## src/design/smc_pkg.sv

```systemverilog
// Package of constants and types for the switch mode controller block.
package smc_pkg;

    localparam logic [11:0] TIMING_INDEX = 12'h111;
    localparam logic [11:0] MODE_INDEX = 12'h112;
    localparam logic [11:0] STATUS_INDEX = 12'h113;
    localparam logic [11:0] TIMING_ADDR = {TIMING_INDEX[9:0], 2'b00};
    localparam logic [11:0] MODE_ADDR = {MODE_INDEX[9:0], 2'b00};
    localparam logic [11:0] STATUS_ADDR = {STATUS_INDEX[9:0], 2'b00};

    localparam logic [7:0] TIMING_RESET = 8'h00;
    localparam logic [7:0] MODE_RESET = 8'h00;
    localparam logic [7:0] MODE_IMPL_MASK = 8'hef;

    // Duties are expressed in 32nds of the switching period.
    localparam int DUTY_LOG2 = 5;
    localparam logic [5:0] HALF_DUTY = 6'h10;
    localparam logic [5:0] MAX_DUTY [4] = '{6'h10, 6'h14, 6'h18, 6'h1e};
    // Log2 of the oscillator divide for Fosc/128, /64, /32 and /16.
    localparam logic [2:0] PERIOD_LOG2 [4] = '{3'h7, 3'h6, 3'h5, 3'h4};

    typedef struct packed {
        logic [1:0] clk_prescale;
        logic [1:0] min_duty;
        logic [1:0] max_duty;
        logic [1:0] duty_step;
    } timing_t;

    typedef struct packed {
        logic ctrl_enable_bit;
        logic out_a_polarity;
        logic out_b_polarity;
        logic unused;
        logic slope_comp_enable;
        logic dual_output_select;
        logic width_or_skip_select;
        logic feedback_input_select;
    } mode_t;

    typedef struct packed {
        logic [1:0] reserved;
        logic sleeping;
        logic out_b_drive;
        logic out_a_drive;
        logic skip;
        logic trip;
        logic phase;
    } status_t;

endpackage

```

## src/design/switch_period_counter.sv

```systemverilog
// Switching period counter driven by the main oscillator.
`timescale 1ns/100ps
module switch_period_counter
    import smc_pkg::*;
#(
    parameter int CW = 7
) (
    input wire logic pclk,
    input wire logic presetn,
    input wire logic run,
    input wire logic restart,
    input wire logic [2:0] period_log2,
    output logic [CW-1:0] count,
    output logic period_end
);

    logic [CW:0] span;
    logic [CW-1:0] period_max;

    assign span = (CW+1)'(1) << period_log2;
    assign period_max = CW'(span - (CW+1)'(1));
    assign period_end = run && (count >= period_max);

    // The count freezes while not running unless restart clears it, so a sleep keeps the phase.
    always_ff @(posedge pclk or negedge presetn) begin
        if (!presetn) begin
            count <= '0;
        end else if (restart) begin
            count <= '0;
        end else if (period_end) begin
            count <= '0;
        end else if (run) begin
            count <= count + CW'(1);
        end
    end

endmodule

```

## src/design/switch_mode_ctrl.sv

```systemverilog
// Switch mode controller: APB registers, pulse engine and output pins.
//
// Chosen here: the APB slave port.
`timescale 1ns/100ps
module switch_mode_ctrl
    import smc_pkg::*;
(
    input wire logic pclk,
    input wire logic presetn,
    input wire logic psel,
    input wire logic penable,
    input wire logic pwrite,
    input wire logic [11:0] paddr,
    input wire logic [31:0] pwdata,
    input wire logic [3:0] pstrb,
    output logic [31:0] prdata,
    output logic pready,
    output logic pslverr,
    input wire logic sleep_mode,
    input wire logic feedback_c1,
    input wire logic feedback_c2,
    output logic switch_out_a,
    output logic switch_out_a_oe,
    output logic switch_out_b,
    output logic switch_out_b_oe
);

    timing_t timing;
    mode_t mode;
    status_t status;
    logic [6:0] count;
    logic period_end;
    logic run;
    logic restart;
    logic [2:0] period_log2;
    logic [5:0] min_thr;
    logic [5:0] max_thr;
    logic past_min;
    logic past_max;
    logic past_half;
    logic phase;
    logic trip_latched;
    logic skip;
    logic trip_now;
    logic drive_raw;
    logic drive_a;
    logic drive_b;
    logic slope_gate;
    logic pwm_active;
    logic fb_dual;
    logic access;
    logic setup;
    logic reg_write;
    logic mapped;
    logic [31:0] next_prdata;

    // Register bus slave.

    assign setup = psel && !penable;
    assign access = psel && penable;
    assign pready = access;
    assign mapped = (paddr == TIMING_ADDR) || (paddr == MODE_ADDR) ||
                    (paddr == STATUS_ADDR);
    assign pslverr = access && !mapped;
    assign reg_write = access && pwrite && mapped && pstrb[0];

    always_ff @(posedge pclk or negedge presetn) begin
        if (!presetn) begin
            timing <= TIMING_RESET;
        end else if (reg_write && paddr == TIMING_ADDR) begin
            timing <= pwdata[7:0];
        end
    end

    // Bit 4 is not stored, so it always reads back as zero.
    always_ff @(posedge pclk or negedge presetn) begin
        if (!presetn) begin
            mode <= MODE_RESET;
        end else if (reg_write && paddr == MODE_ADDR) begin
            mode <= pwdata[7:0] & MODE_IMPL_MASK;
        end
    end

    always_comb begin
        next_prdata = 32'h0000_0000;
        if (paddr == TIMING_ADDR) begin
            next_prdata[7:0] = timing;
        end else if (paddr == MODE_ADDR) begin
            next_prdata[7:0] = mode & MODE_IMPL_MASK;
        end else if (paddr == STATUS_ADDR) begin
            next_prdata[7:0] = status;
        end
    end

    // Read data is captured in the setup cycle and held through access.
    always_ff @(posedge pclk or negedge presetn) begin
        if (!presetn) begin
            prdata <= 32'h0000_0000;
        end else if (setup && !pwrite) begin
            prdata <= next_prdata;
        end
    end

    // Timing decode and period counter.

    // The controller only advances while enabled and the oscillator runs.
    assign run = mode.ctrl_enable_bit && !sleep_mode;
    assign restart = !mode.ctrl_enable_bit;
    assign period_log2 = PERIOD_LOG2[timing.clk_prescale];
    assign min_thr = {2'b00, timing.min_duty, timing.duty_step};
    assign max_thr = MAX_DUTY[timing.max_duty];
    assign pwm_active = mode.width_or_skip_select;
    assign fb_dual = mode.feedback_input_select;

    switch_period_counter #(
        .CW(7)
    ) u_period (
        .pclk(pclk),
        .presetn(presetn),
        .run(run),
        .restart(restart),
        .period_log2(period_log2),
        .count(count),
        .period_end(period_end)
    );

    // True once the count has reached thr/32 of the period.
    function automatic logic reached(input logic [6:0] cnt,
                                     input logic [5:0] thr,
                                     input logic [2:0] lg);
        logic [12:0] scaled_cnt;
        logic [12:0] scaled_thr;
        scaled_cnt = {1'b0, cnt, 5'h00};
        scaled_thr = 13'(thr) << lg;
        return scaled_cnt >= scaled_thr;
    endfunction

    assign past_min = reached(count, min_thr, period_log2);
    assign past_max = reached(count, max_thr, period_log2);
    assign past_half = reached(count, HALF_DUTY, period_log2);

    // Pulse engine.

    assign trip_now = (fb_dual && phase) ? feedback_c2 : feedback_c1;

    // Pulse is on below the minimum, never at or past the maximum, and
    // between them only until the comparator trips or a skip is pending.
    always_comb begin
        drive_raw = 1'b0;
        if (mode.ctrl_enable_bit && !past_max) begin
            if (!past_min) begin
                drive_raw = 1'b1;
            end else if (pwm_active) begin
                drive_raw = !trip_latched && !trip_now;
            end else begin
                drive_raw = !skip;
            end
        end
    end

    // A trip during the pulse holds it off until the period ends.
    always_ff @(posedge pclk or negedge presetn) begin
        if (!presetn) begin
            trip_latched <= 1'b0;
        end else if (restart || period_end) begin
            trip_latched <= 1'b0;
        end else if (run && past_min && trip_now) begin
            trip_latched <= 1'b1;
        end
    end

    // In skip mode a comparator high at the period end skips the next one.
    always_ff @(posedge pclk or negedge presetn) begin
        if (!presetn) begin
            skip <= 1'b0;
        end else if (restart) begin
            skip <= 1'b0;
        end else if (period_end) begin
            skip <= trip_now;
        end
    end

    always_ff @(posedge pclk or negedge presetn) begin
        if (!presetn) begin
            phase <= 1'b0;
        end else if (restart || !mode.dual_output_select) begin
            phase <= 1'b0;
        end else if (period_end) begin
            phase <= !phase;
        end
    end

    // Slope compensation ramp gate on the second pin in single mode.
    assign slope_gate = mode.ctrl_enable_bit && past_half;
    assign drive_a = drive_raw && !(mode.dual_output_select && phase);
    assign drive_b = mode.dual_output_select ? (drive_raw && phase) :
                     (mode.slope_comp_enable && slope_gate);

    // Output pins.

    always_ff @(posedge pclk or negedge presetn) begin
        if (!presetn) begin
            switch_out_a_oe <= 1'b0;
            switch_out_b_oe <= 1'b0;
        end else begin
            switch_out_a_oe <= mode.ctrl_enable_bit;
            switch_out_b_oe <= mode.ctrl_enable_bit &&
                (mode.dual_output_select || mode.slope_comp_enable);
        end
    end

    // Sleep forces each pin to its inactive level for its polarity.
    always_ff @(posedge pclk or negedge presetn) begin
        if (!presetn) begin
            switch_out_a <= 1'b0;
            switch_out_b <= 1'b0;
        end else if (sleep_mode) begin
            switch_out_a <= mode.out_a_polarity;
            switch_out_b <= mode.out_b_polarity;
        end else begin
            switch_out_a <= drive_a ^ mode.out_a_polarity;
            switch_out_b <= drive_b ^ mode.out_b_polarity;
        end
    end

    always_comb begin
        status = '0;
        status.phase = phase;
        status.trip = trip_latched;
        status.skip = skip;
        status.out_a_drive = drive_a;
        status.out_b_drive = drive_b;
        status.sleeping = sleep_mode;
    end

    // Checks.

    // Two low samples, so the very first edge cannot see unreset flops.
    a_reset_regs_zero: assert property (
        @(posedge pclk) !presetn ##1 !presetn |->
        (timing == 8'h00 && mode == 8'h00))
        else $error("control registers not zero under reset");

    a_reset_pins_hiz: assert property (
        @(posedge pclk) !presetn ##1 !presetn |->
        (!switch_out_a_oe && !switch_out_b_oe))
        else $error("output pins driven under reset");

    a_disabled_hiz: assert property (
        @(posedge pclk) disable iff (!presetn)
        !mode.ctrl_enable_bit |=> (!switch_out_a_oe && !switch_out_b_oe))
        else $error("output pins driven while controller disabled");

    a_enable_drives: assert property (
        @(posedge pclk) disable iff (!presetn)
        $rose(mode.ctrl_enable_bit) |=> switch_out_a_oe &&
        !$past(switch_out_a_oe))
        else $error("pin A not driven one cycle after enable");

    a_sleep_freeze: assert property (
        @(posedge pclk) disable iff (!presetn)
        sleep_mode && !reg_write |=> $stable(count) && $stable(phase))
        else $error("period timing advanced during sleep");

    a_sleep_inactive: assert property (
        @(posedge pclk) disable iff (!presetn)
        sleep_mode |=> (switch_out_a == $past(mode.out_a_polarity) &&
                        switch_out_b == $past(mode.out_b_polarity)))
        else $error("output not at inactive level in sleep");

    a_wake_config: assert property (
        @(posedge pclk) disable iff (!presetn)
        sleep_mode && !reg_write |=> $stable(timing) && $stable(mode))
        else $error("configuration changed across sleep");

    a_fosc16_max94: assert property (
        @(posedge pclk) disable iff (!presetn)
        timing == 8'hcc && run |->
        (period_end == (count == 7'h0f)) && (past_max == (count == 7'h0f)))
        else $error("11001100 not giving 16-cycle period and 94 percent");

    a_fosc128_max50: assert property (
        @(posedge pclk) disable iff (!presetn)
        timing == 8'h00 && run |->
        (period_end == (count == 7'h7f)) && (past_max == (count >= 7'h40))
        && past_min)
        else $error("zero timing not giving 128-cycle period and 50 percent");

    a_mode_dual: assert property (
        @(posedge pclk) disable iff (!presetn)
        mode == 8'h86 ##1 mode == 8'h86 |->
        switch_out_b_oe && pwm_active && !fb_dual)
        else $error("00000110 not giving PWM with two outputs");

    a_mode_single: assert property (
        @(posedge pclk) disable iff (!presetn)
        mode == 8'h82 ##1 mode == 8'h82 |-> !switch_out_b_oe && !drive_b)
        else $error("00000010 not giving single output");

    a_bit4_reads_zero: assert property (
        @(posedge pclk) disable iff (!presetn)
        access && !pwrite && paddr == MODE_ADDR |-> prdata[4] == 1'b0)
        else $error("unimplemented mode bit read as one");

    a_trip_ends_pulse: assert property (
        @(posedge pclk) disable iff (!presetn)
        run && pwm_active && past_min && trip_now && !period_end
        |=> !drive_raw)
        else $error("pulse not ended after comparator trip");

    a_dual_alternate: assert property (
        @(posedge pclk) disable iff (!presetn)
        run && period_end && mode.dual_output_select
        |=> phase != $past(phase))
        else $error("dual outputs did not alternate");

    a_duty_clamp: assert property (
        @(posedge pclk) disable iff (!presetn)
        mode.ctrl_enable_bit |->
        (past_max -> !drive_raw) && ((!past_min && !past_max) -> drive_raw))
        else $error("duty outside minimum and maximum limits");

    c_trip_cut: cover property (
        @(posedge pclk) disable iff (!presetn)
        run && pwm_active && drive_raw ##1 trip_latched && !past_max);

    c_dual_toggle: cover property (
        @(posedge pclk) disable iff (!presetn)
        mode.dual_output_select && period_end ##1 phase);

    c_sleep_wake: cover property (
        @(posedge pclk) disable iff (!presetn)
        run && drive_raw ##1 sleep_mode [*3] ##1 !sleep_mode);

    c_skip_period: cover property (
        @(posedge pclk) disable iff (!presetn)
        !pwm_active && skip && run && past_min);

endmodule

```

## config.mk

```make
export PLATFORM = sky130hd
export DESIGN_NAME = switch_mode_ctrl
export DESIGN_NICKNAME = d
export VERILOG_FILES = /design/src/design/smc_pkg.sv /design/src/design/switch_period_counter.sv /design/src/design/switch_mode_ctrl.sv
export SDC_FILE = /design/constraint.sdc
export NUM_CORES = 1
export LEC_CHECK = 0
export BUFFER_PORTS_ARGS = -buffer_cell sky130_fd_sc_hd__buf_2
export CORE_AREA = 5 5 79 81
export DETAILED_ROUTE_END_ITERATION = 7
export DIE_AREA = 0 0 84 86
export PLACE_DENSITY_LB_ADDON = 0.05
export SYNTH_ARGS = -nofsm -noshare
export SYNTH_HDL_FRONTEND = slang
export SYNTH_SLANG_ARGS = --single-unit
```

## constraint.sdc

```tcl
create_clock -name pclk -period 3.1 [get_ports pclk]
set_input_delay 0.62 -clock pclk [delete_from_list [all_inputs] [get_ports pclk]]
set_output_delay 0.62 -clock pclk [all_outputs]
set_load 0.005 [all_outputs]
```

==> results of run 1 <==
==> layout make-up <==
cell class | instances | area [sq um]
flip-flops and latches | 37 | 925.9
clock inverters | 2 | 37.54
inverters | 12 | 45.04
repair buffers | 47 | 247.7
well taps | 72 | 90.09
fillers | 525 | 2449
clock buffers | 6 | 82.58
multi-input cells | 213 | 1528
==> placed cells by master, fill, tap and decap left out, types with 5 or more instances in the layout <==
cell | netlist | layout
buf_2 | 3 | 42
dfrtp_1 | 37 | 37
nand2_1 | 26 | 26
conb_1 | 1 | 24
ha_1 | 21 | 21
nor2_1 | 16 | 16
mux2_2 | 13 | 13
inv_1 | 12 | 12
a21oi_1 | 12 | 12
o21ai_0 | 9 | 9
a22oi_1 | 8 | 8
nand3_1 | 7 | 7
mux2_4 | 7 | 7
o31ai_1 | 6 | 6
clkbuf_8 | 0 | 6
nor2b_1 | 5 | 5
o21a_1 | 5 | 5
buf_4 | 24 | 5
==> metrics by stage <==
step	utilization	cell area, sq um	hold WS, ns
6_report	0.5470	2957	0.4353
5_1_grt	0.5470	2957	0.5022
2_1_floorplan	-	2743	0.3244
3_5_place_dp	0.5248	2836	0.4690
3_3_place_gp	0.5248	2836	0.4599
4_1_cts	0.5470	2957	0.4611
==> kinds of logic (layout without fill, tap and decap cells) <==
kind of cell             after synthesis  count (layout)  synth area share
AND/OR/NAND/NOR                       77              77            0.1592
AO/OA/AOI/OAI                         63              63            0.1606
buffers and inverters                 50              67            0.1088
flip-flops                            37              37            0.3486
multiplexers                          23              23            0.1060
adder cells (fa/ha/maj)               21              21           0.09892
XOR/XNOR                               5               5           0.01649
other                                  1              24          0.001412
==> sequential cells by signal (all words and copies together), names as in the netlist <==
signal	count
min_thr	4
switch_out_b	1
switch_out_b_oe	1
pwm_active	1
trip_latched	1
switch_out_a_oe	1
fb_dual	1
phase	1
skip	1
prdata	8
mode	5
timing	4
switch_out_a	1
u_period.count	7
==> worst max-delay path: cells and delay by family, from the launching register on <==
| family | cells | cell delay [ns] |
|---|---|---|
| compound gates | 6 | 1.34 |
| fa+ha+maj | 1 | 0.27 |
| flops | 1 | 0.51 |
| mux | 1 | 0.38 |
| simple gates | 1 | 0.09 |
==> power by group through the flow <==
stage	sequential (W)	combinational, W	clock, W
after floorplan	0.000492	0.0000514	0
after global placement	0.000492	0.0000646	0
after detailed placement	0.000492	0.0000657	0
after CTS	0.000483	0.0000657	0.000457
after global routing	0.000483	0.0000741	0.000485
final	0.000483	0.0000657	0.000447
==> metal layers <==
layer,share of wire,track usage
met2,0.47,0.2885
met4,0.0072,0.04094
met5,0,0
met3,0.056,0.04131
met1,0.47,0.2485
==> worst min-delay path by stage <==
stage,end,slack (ns),start,cells past startpoint
2_1_floorplan,fb_dual$_DFFE_PN0P_,0.32,presetn,0
3_3_place_gp,prdata[2]$_DFFE_PN0P_,0.46,prdata[2]$_DFFE_PN0P_,2
3_5_place_dp,prdata[5]$_DFFE_PN0P_,0.47,prdata[5]$_DFFE_PN0P_,2
4_1_cts,prdata[3]$_DFFE_PN0P_,0.46,presetn,1
5_1_grt,prdata[2]$_DFFE_PN0P_,0.50,presetn,1
6_report,trip_latched$_DFFE_PN0P_,0.44,presetn,1
==> flow_summary_export.csv, run 1 <==
group,metric,value,unit
cts,htree_levels,2,
critical_path,worst_ep_required_time,3.29,ns
power_and_ir_drop,switchingPower,0.0002285,W
sta,hold_viol,0,
floorplanning,die_x,84,microns
layout,antenna_cells,0,
status,outcome,"finished clean",
placement,dpl.hpwl,4.704,mm
synthesis,async_flop_share,1.000,
global_route,grt_pass1_wl,10.46,mm
cts,clockRootBuffer,"clkbuf_8",
critical_path,cp-start-kind,"flop",
critical_path,worstPathArrival,2.89,ns
floorplanning,start_util,0.4914,
power_and_ir_drop,p_comb_frac,0.066,
sta,fin_crit_sh,0.8717,
power_and_ir_drop,clkPwrFrac,0.449,
global_route,grt_antenna_before_repair,0,
critical_path,reg2reg_depth,9,
synthesis,synth_most_common_cell,"dfrtp_1",
detailed_routing,drc,0,
synthesis,synth_common_cells,"dfrtp_1, nand2_1, buf_4, ha_1, nor2_1",
power_and_ir_drop,power.density,336.8,nW/um^2
synthesis,synth_area_leaders,"dfrtp_1, ha_1, buf_4",
sta,fin_skew,0.01259,ns
global_route,first_global_vias,2071,
global_route,grt_start_max_net_pins,38,
critical_path,worstPathCellList,"mux2_2 > o21ai_0 > ha_1 > nand4_1 > o21ai_0 > a211oi_1 > a311o_1 > a31oi_1 > o41ai_1",
hold_path,hold_class,"input pin to asynchronous set/reset pin",
cts,cts_tree,"yes",
synthesis,yosys.area.top_type,"dfrtp_1",
power_and_ir_drop,vdd_ir_drop_max,0.1847,mV
floorplanning,dieHeight,86,microns
cts,cts_buffer_depth,2,
sta,worst_pin_slew,0.8552,ns
cts,cts_resized,0,
detailed_routing,drt-pass1-iter-count,4,
floorplanning,dieArea,7224,sq um
floorplanning,io_pins,94,
power_and_ir_drop,power,0.0009958,W
synthesis,syn-instance-count,277,
cts,hold_buffers,0,
detailed_routing,drt-total-wl,6.137,mm
power_and_ir_drop,p_leak,1.453,nW
critical_path,path_class,"flop to flop",
detailed_routing,num_vias,2058,
critical_path,endpoint,"prdata[3]$_DFFE_PN0P_",
power_and_ir_drop,seq_power_share,0.485,
critical_path,critPathMaxStageDelay,0.51,ns
detailed_routing,postRouteAntennaNets,0,
sta,fin_ws,0.3978,ns
layout,area_growth,11.30,%
cts,clock-sinks,37,
critical_path,crit_slowest_cell,"dfrtp_1",
synthesis,syn_area,2656,sq um
power_and_ir_drop,swShare,0.2295,
synthesis,avgSynthCellArea,9.590,sq um
layout,nets,393,
power_and_ir_drop,intPower,0.0007673,W
detailed_routing,drtIter0Drc,112,
run,maxCapViolations,0,
cts,insertion_delay,0.30,ns
sta,setup_tns,0,ns
synthesis,synth_edf_count,0,
sta,max_freq,370.1,MHz
cts,post-cts-setup-buffer-count,0,
layout,instances_no_fill,389,
layout,drive_gt1_frac,0.2587,
cts,cts_buffers,5,
floorplanning,core_area,5405,sq um
floorplanning,rows,27,
detailed_routing,avgViaCountPerCell,5.290,
sta,slew_violations,0,
synthesis,ys_warn_count,0,
synthesis,synth_top_area_share,0.3486,
synthesis,synth-seq-area-share,0.3486,
synthesis,synth_ff_type,"dfrtp_1",
synthesis,synth_cell_type_count,50,
sta,slew_headroom,0.4299,
critical_path,cp_max_fo,9,
detailed_routing,wl_per_cell,15.78,microns
critical_path,cp-startpoint,"timing[7]$_DFFE_PN0P_",
critical_path,setup.worst_path.end_class,"flop",
critical_path,rrSetupSlack,0.40,ns
global_route,grt_use_total,0.1801,
global_route,grt.overflow.total,0,
placement,port_buffers,42,
sta,grt_setup_unrepaired,"no",
critical_path,worstReg2RegEnd,"prdata[3]$_DFFE_PN0P_",
placement,dp.cells,381,
critical_path,critPathMostFrequentCell,"o21ai_0",
sta,min_period,2.702,ns
critical_path,timing.rr.start,"timing[7]$_DFFE_PN0P_",
placement,finalWeightedCongestion,0.7750,
placement,pre_cts_ws,0.3367,ns
synthesis,synth-seq-cells,37,
cts,clkTransAtPathRegs,0.09,ns
sta,setup_viol,0,
Power figures use the tool's default switching activity.
==> run 2, diff against run 1 <==
--- a/config.mk
+++ b/config.mk
@@ -9,7 +9,7 @@
 export CORE_AREA = 5 5 79 81
 export DETAILED_ROUTE_END_ITERATION = 7
 export DIE_AREA = 0 0 84 86
-export PLACE_DENSITY_LB_ADDON = 0.05
+export PLACE_DENSITY_LB_ADDON = 0.1
 export SYNTH_ARGS = -nofsm -noshare
 export SYNTH_HDL_FRONTEND = slang
 export SYNTH_SLANG_ARGS = --single-unit
==> flow_summary_export.csv, run 2 (synthesis results as in run 1) <==
group,metric,value,unit
critical_path,critPathMostFrequentCell,"o21ai_0",
power_and_ir_drop,vdd_ir_drop_max,0.1907,mV
floorplanning,start_util,0.4914,
floorplanning,dieArea,7224,sq um
sta,min_period,2.718,ns
placement,pre_cts_ws,0.2752,ns
placement,port_buffers,42,
layout,n_fill_cell,534,
cts,htree_levels,2,
layout,final_common_cell,"buf_2",
critical_path,path_class,"flop to flop",
critical_path,critPathMaxStageDelay,0.55,ns
detailed_routing,drt-pass1-iter-count,4,
detailed_routing,postRouteAntennaNets,0,
sta,slew_violations,0,
critical_path,crit_slowest_cell,"dfrtp_1",
power_and_ir_drop,clkPwrFrac,0.378,
cts,cts_buffers,5,
power_and_ir_drop,p_comb_frac,0.074,
cts,cts_buffer_depth,2,
critical_path,setup.worst_path.end_class,"flop",
detailed_routing,avgViaCountPerCell,5.348,
global_route,grt_use_total,0.1776,
sta,hold_viol,0,
power_and_ir_drop,seq_power_share,0.547,
layout,final_cell_mix,"buf_2, dfrtp_1, nand2_1",
status,outcome,"finished clean",
global_route,grt_start_max_net_pins,38,
layout,drive_gt1_frac,0.2500,
floorplanning,die_x,84,microns
critical_path,worstPathArrival,2.90,ns
sta,fin_skew,0.01017,ns
global_route,grt_pass1_wl,10.17,mm
power_and_ir_drop,p_leak,1.430,nW
run,maxCapViolations,0,
sta,grt_setup_unrepaired,"no",
global_route,grt_antenna_before_repair,0,
sta,fin_ws,0.3817,ns
sta,worst_pin_slew,0.8421,ns
sta,max_freq,367.9,MHz
critical_path,cp_max_fo,11,
cts,insertion_delay,0.30,ns
power_and_ir_drop,switchingPower,0.0002166,W
floorplanning,io_pins,94,
critical_path,cp-start-kind,"flop",
cts,cts_tree,"yes",
global_route,first_global_vias,1994,
floorplanning,rows,27,
critical_path,worst_ep_required_time,3.28,ns
detailed_routing,num_vias,2075,
layout,top_register,"prdata",
placement,place_area,2829,sq um
placement,dpl.hpwl,4.600,mm
sta,fin_crit_sh,0.8769,
layout,largest_reg_flops,8,
layout,fin_area,2914,sq um
global_route,grt.overflow.total,0,
floorplanning,dieHeight,86,microns
power_and_ir_drop,power.density,302.7,nW/um^2
layout,antenna_cells,0,
sta,timing.hold.ws,0.4212,ns
floorplanning,core_area,5405,sq um
critical_path,worstPathCellList,"mux2_2 > o21ai_0 > ha_1 > nand4_1 > o21ai_0 > a211oi_2 > a311o_1 > a31oi_1 > o41ai_1",
layout,area_growth,9.703,%
sta,setup_tns,0,ns
detailed_routing,wl_per_cell,15.66,microns
cts,clkTransAtPathRegs,0.07,ns
hold_path,hold_class,"input pin to asynchronous set/reset pin",
sta,slew_headroom,0.4386,
cts,clockRootBuffer,"clkbuf_8",
power_and_ir_drop,intPower,0.0006655,W
detailed_routing,drt-total-wl,6.075,mm
detailed_routing,drtIter0Drc,123,
placement,finalWeightedCongestion,0.7748,
detailed_routing,drc,0,
power_and_ir_drop,swShare,0.2455,
cts,hold_buffers,0,
layout,top_regs,"prdata x8, u_period.count x7, mode x5",
sta,setup_viol,0,
layout,nets,392,
cts,clock-sinks,37,
-- run 2: changes by cell type in the layout (fill, tap and decap cells not counted), sizes merged --
| cell | delta |
|---|---|
| buf | -1 |
| clkbuf | +2 |
| clkinvlp | -1 |
| bufinv | -1 |
-- run 2: worst max-delay path, delay by kind of cell, from the launching register on --
kind	cells	cell delay, ns
AND/OR/NAND/NOR	1	0.09
flip-flops	1	0.55
AO/OA/AOI/OAI	6	1.31
adder cells (fa/ha/maj)	1	0.27
multiplexers	1	0.39
-- run 2: metal layers --
metal | vias to the layer above | wire, microns | GRT usage
met1 | 998 | 2769 | 0.2403
li1 | 1012 | - | -
met3 | 6 | 346 | 0.04035
met5 | - | 0 | 0
met2 | 59 | 2897 | 0.2863
met4 | 0 | 62 | 0.04971
-- run 2: worst paths after layout --
path                                            start                    end  slack [ns]  cells past startpoint
worst max-delay path            timing[7]$_DFFE_PN0P_  prdata[4]$_DFFE_PN0P_        0.38                      9
worst min-delay path                          presetn    mode[6]$_DFFE_PN0P_        0.42                      1
worst max register to register  timing[7]$_DFFE_PN0P_  prdata[4]$_DFFE_PN0P_        0.38                      9
worst min register to register  prdata[5]$_DFFE_PN0P_  prdata[5]$_DFFE_PN0P_        0.48                      2
max in group asynchronous                     presetn      phase$_DFFE_PN0P_        2.14                      1
min in group pclk               prdata[5]$_DFFE_PN0P_  prdata[5]$_DFFE_PN0P_        0.48                      2
-- run 2: repair_timing --
action,4_1_cts,5_1_grt
buffers inserted,0,0
setup endpoints to repair,0,1
gates resized for setup,0,1
-- run 2: final cells by class --
class                           count  area [sq um]  share of cell area
Multi-Input combinational cell    213          1533              0.5260
Sequential cell                    37         925.9              0.3177
Timing Repair Buffer               46         240.2             0.08244
Tap cell                           72         90.09             0.03091
Clock buffer                        8         80.08             0.02748
Inverter                           12         45.04             0.01546
-- run 2: power groups by stage --
stage / Combinational [W] / Clock, W / Sequential, W
final: 0.0000657 / 0.000333 / 0.000483
after CTS: 0.0000659 / 0.000340 / 0.000483
after detailed placement: 0.0000659 / 0 / 0.000492
after global placement: 0.0000648 / 0 / 0.000492
after floorplan: 0.0000514 / 0 / 0.000492
after global routing: 0.0000749 / 0.000364 / 0.000483
-- run 2: metrics by stage --
step,utilization,power (W),cells
4_1_cts,0.5382,0.0008885,388
2_1_floorplan,-,0.0005437,300
6_report,0.5391,0.0008821,388
3_5_place_dp,0.5234,0.0005582,380
3_3_place_gp,0.5234,0.0005571,380
5_1_grt,0.5391,0.0009215,388
